`src/dbm_pkg.sv`:
```
// Function
// Monitor outputs driven only when enable set
// Payload indicator high for AAL-5 payload words
// Payload indicator changes only at attention fall
// Last-word indicator marks packet or buffer end
// First-cell indicator marks first cell last word
// Remaining-cells indicator when count at or below threshold
// Channel-watch indicator follows channel watch flag
// Channel-watch indicator updates at attention fall
// Attention falling edge is the update reference
// All monitor outputs registered on rising clock
package dbm_pkg;

  localparam int  DBM_CNT_W     = 8;
  localparam logic DBM_RST_LVL  = 1'h0;
  localparam logic DBM_ATTN_IDLE = 1'h1;
  localparam logic [4:0] DBM_OE_RST = 5'h00;

endpackage : dbm_pkg

```
`src/dbm_monitor.sv`:
```
`timescale 1ns/100ps
module dbm_monitor
  import dbm_pkg::*;
#(
  parameter int CNT_W = DBM_CNT_W
) (
  // Clock and reset
  input  wire logic             clk,
  input  wire logic             reset,
  // Mode
  input  wire logic             monitor_enable_bit,
  input  wire logic [CNT_W-1:0] remaining_cell_threshold,
  input  wire logic [CNT_W-1:0] tx_cells_left,
  // DMA engine status, same clock
  input  wire logic             dma_attention_n,
  input  wire logic             dma_word_valid,
  input  wire logic             word_is_aal5_payload,
  input  wire logic             word_is_packet_last,
  input  wire logic             word_is_buffer_last,
  input  wire logic             word_is_overflow_last,
  input  wire logic             word_is_first_cell_last,
  input  wire logic             channel_watch_flag,
  // Monitor pins
  output logic                  payload_indicator,
  output logic                  last_word_indicator,
  output logic                  first_cell_indicator,
  output logic                  remaining_cells_indicator,
  output logic                  channel_watch_indicator,
  output logic [4:0]            monitor_oe
);

  ////////////////////////////////////////////////////////////////
  // Attention edge
  ////////////////////////////////////////////////////////////////
  logic attn_d_ff;
  logic nxt_attn_d;
  logic attn_fall;

  always_comb begin
    nxt_attn_d = dma_attention_n;
    // Engine drives this line from clk, so no sync stages
    // Back-to-back cycles need the line high for one clock
    attn_fall  = attn_d_ff & ~dma_attention_n;
  end

  // Idle history, so a line already low when reset ends reads as a fall
  dbm_pin_flop #(
    .W       (1),
    .RST_VAL (DBM_ATTN_IDLE)
  ) u_attn_hist (
    .clk   (clk),
    .reset (reset),
    .d     (nxt_attn_d),
    .q     (attn_d_ff)
  );

  ////////////////////////////////////////////////////////////////
  // Payload indicator
  ////////////////////////////////////////////////////////////////
  logic nxt_payload;

  always_comb begin
    nxt_payload = payload_indicator;
    // Low for every other kind of word moved
    if (attn_fall) begin
      // Taken once per DMA cycle, held to the next fall
      nxt_payload = word_is_aal5_payload;
    end
  end

  dbm_pin_flop #(
    .W       (1),
    .RST_VAL (DBM_RST_LVL)
  ) u_payload_reg (
    .clk   (clk),
    .reset (reset),
    .d     (nxt_payload),
    .q     (payload_indicator)
  );

  ////////////////////////////////////////////////////////////////
  // Channel-watch indicator
  ////////////////////////////////////////////////////////////////
  logic nxt_watch;

  always_comb begin
    nxt_watch = channel_watch_indicator;
    // Held until the next fall, not to the cycle end
    if (attn_fall) begin
      // Flag of the channel that opens this cycle
      nxt_watch = channel_watch_flag;
    end
  end

  dbm_pin_flop #(
    .W       (1),
    .RST_VAL (DBM_RST_LVL)
  ) u_watch_reg (
    .clk   (clk),
    .reset (reset),
    .d     (nxt_watch),
    .q     (channel_watch_indicator)
  );

  ////////////////////////////////////////////////////////////////
  // Last-word indicator
  ////////////////////////////////////////////////////////////////
  logic word_end_hit;
  logic nxt_last;

  always_comb begin
    word_end_hit = word_is_packet_last
                 | word_is_buffer_last
                 | word_is_overflow_last;
    // Qualifiers alone never pulse; a word must move
    nxt_last     = dma_word_valid & word_end_hit;
  end

  dbm_pin_flop #(
    .W       (1),
    .RST_VAL (DBM_RST_LVL)
  ) u_last_reg (
    .clk   (clk),
    .reset (reset),
    .d     (nxt_last),
    .q     (last_word_indicator)
  );

  ////////////////////////////////////////////////////////////////
  // First-cell indicator
  ////////////////////////////////////////////////////////////////
  logic word_first_hit;
  logic nxt_first;

  always_comb begin
    word_first_hit = word_is_first_cell_last;
    // Same gating as the last-word pulse
    nxt_first      = dma_word_valid & word_first_hit;
  end

  dbm_pin_flop #(
    .W       (1),
    .RST_VAL (DBM_RST_LVL)
  ) u_first_reg (
    .clk   (clk),
    .reset (reset),
    .d     (nxt_first),
    .q     (first_cell_indicator)
  );

  ////////////////////////////////////////////////////////////////
  // Remaining-cells indicator
  ////////////////////////////////////////////////////////////////
  logic nxt_remain;

  always_comb begin
    // Equal already counts as low fill
    // Threshold writes show one clock later
    nxt_remain = (tx_cells_left <= remaining_cell_threshold);
  end

  dbm_pin_flop #(
    .W       (1),
    .RST_VAL (DBM_RST_LVL)
  ) u_remain_reg (
    .clk   (clk),
    .reset (reset),
    .d     (nxt_remain),
    .q     (remaining_cells_indicator)
  );

  ////////////////////////////////////////////////////////////////
  // Output enables
  ////////////////////////////////////////////////////////////////
  logic [4:0] nxt_oe;

  always_comb begin
    // Indicators run on; only the enables reach the pins
    for (int i = 0; i < 5; i++) begin
      nxt_oe[i] = monitor_enable_bit;
    end
  end

  dbm_pin_flop #(
    .W       (5),
    .RST_VAL (DBM_OE_RST)
  ) u_oe_reg (
    .clk   (clk),
    .reset (reset),
    .d     (nxt_oe),
    .q     (monitor_oe)
  );

endmodule : dbm_monitor

////////////////////////////////////////////////////////////////
// Shared clocked register
////////////////////////////////////////////////////////////////
module dbm_pin_flop
#(
  parameter int           W       = 1,
  parameter logic [W-1:0] RST_VAL = '0
) (
  // Clock and reset
  input  wire logic         clk,
  input  wire logic         reset,
  // Next value
  input  wire logic [W-1:0] d,
  // Registered value
  output logic      [W-1:0] q
);

  // Reset loads a constant only, never a signal
  always_ff @(posedge clk or posedge reset) begin
    if (reset) begin
      q <= RST_VAL;
    end else begin
      q <= d;
    end
  end

endmodule : dbm_pin_flop

```
`config.mk`:
```
export PLATFORM = sky130hd
export DESIGN_NAME = dbm_monitor
export DESIGN_NICKNAME = d
export VERILOG_FILES = /design/src/dbm_pkg.sv /design/src/dbm_monitor.sv
export SDC_FILE = /design/constraint.sdc
export NUM_CORES = 1
export LEC_CHECK = 0
export BUFFER_PORTS_ARGS = -buffer_cell sky130_fd_sc_hd__buf_2
export CORE_ASPECT_RATIO = 0.7
export CORE_MARGIN = 3
export CORE_UTILIZATION = 25
export DETAILED_ROUTE_END_ITERATION = 8
export SLEW_MARGIN = 20
export SYNTH_ARGS = -nofsm -noshare
export SYNTH_HDL_FRONTEND = slang
export SYNTH_HIERARCHICAL = 1
export SYNTH_SLANG_ARGS = --single-unit
```
`constraint.sdc`:
```
create_clock -name clk -period 3.1 [get_ports clk]
set_input_delay 0.155 -clock clk [delete_from_list [all_inputs] [get_ports clk]]
set_output_delay 0.155 -clock clk [all_outputs]
set_load 0.05 [all_outputs]
```
== After elaboration in Yosys (flattened, before gate mapping) ==
Index checks and enable logic that the tools add are counted.

* Div/mod/pow operators: 0
* Bitwise operators: 6
* Eq/ne operators: 0
* Add/sub/neg operators: 0
* $lt $le $gt $ge: 1
* Muxes and demuxes: 0
* Multiply operators: 0
* Shift operators: 0
* Reductions and logical operators: 0

{| class="wikitable"
|+ Operator list
! kind !! number
|-
| $le 8x8->1 || 1
|-
| $and 1x1->1 || 3
|-
| $or 1x1->1 || 2
|-
| $not 1->1 || 1
|}

* Input port bits: 27
* Memory bits (writable): 0
* Flip-flop bits (word level): 7
* Memories: 0
* ROM bits: 0
* Bits in latches: 0
* Logic and storage cells: 14

== Longest topological paths before layout ==
* Depth in word-level cells: 3
* Mapped depth: 6

== Cells and area by module ==
Netlist, hierarchy kept.

{| class="wikitable"
|+ Modules (own cells, without submodules)
! module !! times used !! area an instance (µm²) !! seq. area each (µm²) !! cells each
|-
| dbm_monitor || 1 || 272.8 || 0.0 || 32
|-
| dbm_pin_flop (u_first_reg ...) || 5 || 28.8 || 25.0 || 2
|-
| dbm_pin_flop (u_oe_reg) || 1 || 128.9 || 125.1 || 6
|-
| dbm_pin_flop (u_attn_hist) || 1 || 30.0 || 26.3 || 2
|}

== Worst setup path before layout ==
Ideal clock, no wire load.

* Path kind: register to register
* From: register, netlist name u_payload_reg/q
* To: register u_payload_reg.q
* Clock period less this slack: 985 ps
* Cell stages (with the launch flop): 2
* Data required time: 2975 ps
* Setup time: 125 ps
* Setup slack: 2115 ps
* Path buffers: 0
* Data arrival time: 860 ps
* Cell sequence: dfrtp_1 > mux2_4

{| class="wikitable"
|+ RTL lines
! what !! RTL line !! text
|-
| to (signal assigned) || dbm_monitor.sv:216 || <nowiki>q <= RST_VAL;</nowiki>
|-
| to (signal assigned) || dbm_monitor.sv:218 || <nowiki>q <= d;</nowiki>
|-
| to (decl) || dbm_monitor.sv:210 || <nowiki>output logic [W-1:0] q</nowiki>
|}

== Final worst setup path ==
* From: input port dma_attention_n
* To: register u_watch_reg.q

* Longest elaborated chain between the ends: 2

{| class="wikitable"
|+ RTL lines
! what !! RTL line !! text
|-
| from (decl) || dbm_monitor.sv:15 || <nowiki>input wire logic dma_attention_n,</nowiki>
|-
| $not 1->1 || dbm_monitor.sv:43 || <nowiki>attn_fall = attn_d_ff & ~dma_attention_n;</nowiki>
|-
| $and 1x1->1 || dbm_monitor.sv:43 ||
|-
| to (signal assigned) || dbm_monitor.sv:216 ||
|-
| to (signal assigned) || dbm_monitor.sv:218 ||
|-
| to (decl) || dbm_monitor.sv:210 ||
|}

Every way passes these cells.
A chain may end at the register's enable or synchronous reset.

==> metrics.cfg <==
[worst_setup_path]
cpPeakStageDelay_ns = 0.53
path_class = in2reg
startpoint_type = primary input
arrival_ns = 1.24
critPathSlowestCell = dlygate4sd3_1
required_ns = 3.25
path_cells = dlygate4sd3_1 > buf_2 > nand2b_4 > mux2_4
rr_startpoint = u_attn_hist/q
r2r-end = u_watch_reg/q
crit_path_end_kind = register
reg2reg_depth = 2
critPathMaxFanout = 2
rrSetupSlack_ns = 2.09

[yosys]
syn_area_sq_um = 576
synth_cells = 50
yosys_warnings = 6
synth.distinct_cells = 16
synth_nets = 85
syn_area_per_cell_sq_um = 11.5
ys_ff_latch = 11
synth.yosys.seq_area_share = 0.480

[route]
drc = 0
vias_per_cell = 3.89
antenna_left = 0
drtIter0Drc = 6
drt-pass1-iter-count = 3
post_drt_wl_per_cell_um = 9.25
wl_mm = 1.13
vias = 475

[cells_and_area]
layout_common_cells = buf_2, inv_1, dfrtp_1, ha_1
final_nets = 128
layout-drive-gt1-share = 0.511
layout_commonest_cell = buf_2
stdcell_count = 122
antenna_cells = 0
areaGrowthSynthToFinish_pct = 45.9

[floorplan]
core-area_sq_um = 2020
start_util = 0.285
io_pins = 37
chipHeight_um = 46.1
die_area_sq_um = 2920
rows = 13
die_x_um = 63.4

[timing]
timing.fmax_mhz = 913
setup_viol = 0
relSlewSlack = 0.834
worst_pin_slew_ns = 0.250
report.final.slew_viol_count = 0
rsz0062_at_grt = no
post-route-period-util = 0.353
period_needed_ns = 1.09
fin_skew_ns = 0.0000982
setup_tns_ns = 0
hold_viol_final = 0

[clocking]
cts.sinks = 11
post-cts-setup-buffers = 0
clock_tree.buffer_depth = 2
cts_tree = done
clk_pin_slew_ns = 0.07
cts_max_level = 1
ctsResizeCount = 0
numCtsBuffers = 3
clockRootBuffer = clkbuf_4
insertion_delay_ns = 0.26

[global_routing]
grt_pass1_wl_mm = 1.89
grtUsageTotal = 0.0828
grt_max_degree = 8
antenna_found_initial = 0
overflow = 0
grt_pass1_vias = 465

[min_path]
whs_path_depth = 1
min_path_type = in2reg
min_from = monitor_enable_bit
worst_hold_path.endpoint = u_oe_reg/q[3]

[power_and_ir_drop]
p_leak_uw = 0.000490
p_per_area_nw_per_um2 = 430
ir_worst_vdd_uv = 118
finalPower_uw = 361

[run_status]
status = completed

[flow_run]
max_cap_violations = 0

[place]
globalplace.congestion = 0.671
dp_hpwl_um = 996
portBuffers = 36
placed_cells = 116

==> power by group <==
group          leakage, uW  internal (uW)  switching (uW)  total, uW
Sequential        0.000128            155            4.13        159
Clock            0.0000150           49.7            44.7       94.5
Combinational     0.000347           41.0            66.0        107
Total             0.000490            246             115        361
==> state kept, by name (all words and copies together), names as in the netlist <==
signal / flops
u_attn_hist/q: 1
u_first_reg/q: 1
u_last_reg/q: 1
u_oe_reg/q: 5
u_payload_reg/q: 1
u_remain_reg/q: 1
u_watch_reg/q: 1
==> logic make-up after synthesis <==
group | count (synthesis) | share of synthesized area
AO/OA/AOI/OAI | 8 | 0.109
adder cells (fa/ha/maj) | 8 | 0.174
multiplexers | 2 | 0.0522
buffers and inverters | 15 | 0.0978
flip-flops | 11 | 0.480
AND/OR/NAND/NOR | 6 | 0.0869
==> routing by layer <==
metal	global-route usage	part of all wire
met1	0.0972	0.43
met4	0.0258	0
met5	0	0
met3	0.0317	0.084
met2	0.143	0.48
==> synthesized netlist by cell type <==
master	number	area (sq um)
nand2_1	1	3.75
and2_1	1	6.26
o211ai_2	1	12.5
a21oi_1	3	15.0
dfstp_2	1	26.3
inv_1	15	56.3
nor2b_4	1	13.8
o21ai_0	1	5.00
ha_1	8	100
nand2b_4	1	13.8
dfrtp_1	10	250
mux2_4	2	30.0
nand4_1	2	12.5
o31a_1	1	8.76
a21oi_2	1	8.76
o22ai_2	1	12.5
==> worst max-delay path: cells and delay by family <==
| kind | cells | cell delay, ns |
|---|---|---|
| buffers and inverters | 2 | 0.66 |
| muxes | 1 | 0.29 |
| and+or+nand+nor | 1 | 0.14 |
==> timing repair <==
| action | 4_1_cts | 5_1_grt |
|---|---|---|
| hold buffers | 2 | 0 |
| endpoints found under the setup margin | 0 | 0 |
| endpoints found under the hold margin | 12 | 0 |
==> cell type report <==
| cell class | instances | area (sq um) |
|---|---|---|
| inverters | 15 | 56.3 |
| well taps | 30 | 37.5 |
| multi-input cells | 24 | 243 |
| flip-flops and latches | 11 | 277 |
| fillers | 222 | 1180 |
| clock buffers | 4 | 26.3 |
| repair buffers | 38 | 200 |
==> worst max path at each step <==
stage,from,depth (start not counted),slack (ns),endpoint
after CTS,dma_attention_n,4,2.01,u_watch_reg/q
after detailed placement,remaining_cell_threshold[1],7,1.99,u_remain_reg/q
after floorplan,u_payload_reg/q,1,2.11,u_payload_reg/q
after global routing,dma_attention_n,4,1.99,u_payload_reg/q
after global placement,remaining_cell_threshold[1],7,2.02,u_remain_reg/q
final,dma_attention_n,4,2.01,u_watch_reg/q
==> stage by stage <==
| stage | utilization | setup WS [ns] | area, sq um | hold WS [ns] |
|---|---|---|---|---|
| 4_1_cts | 0.416 | 2.01 | 840 | 0.0372 |
| 3_3_place_gp | 0.393 | 2.02 | 793 | 0.0574 |
| 5_1_grt | 0.416 | 1.99 | 840 | 0.0423 |
| 2_1_floorplan | - | 2.11 | 576 | -0.116 |
| 6_report | 0.416 | 2.01 | 840 | 0.0518 |
| 3_5_place_dp | 0.393 | 1.99 | 793 | 0.0581 |
No activity file was read; power rests on OpenSTA's default activity.
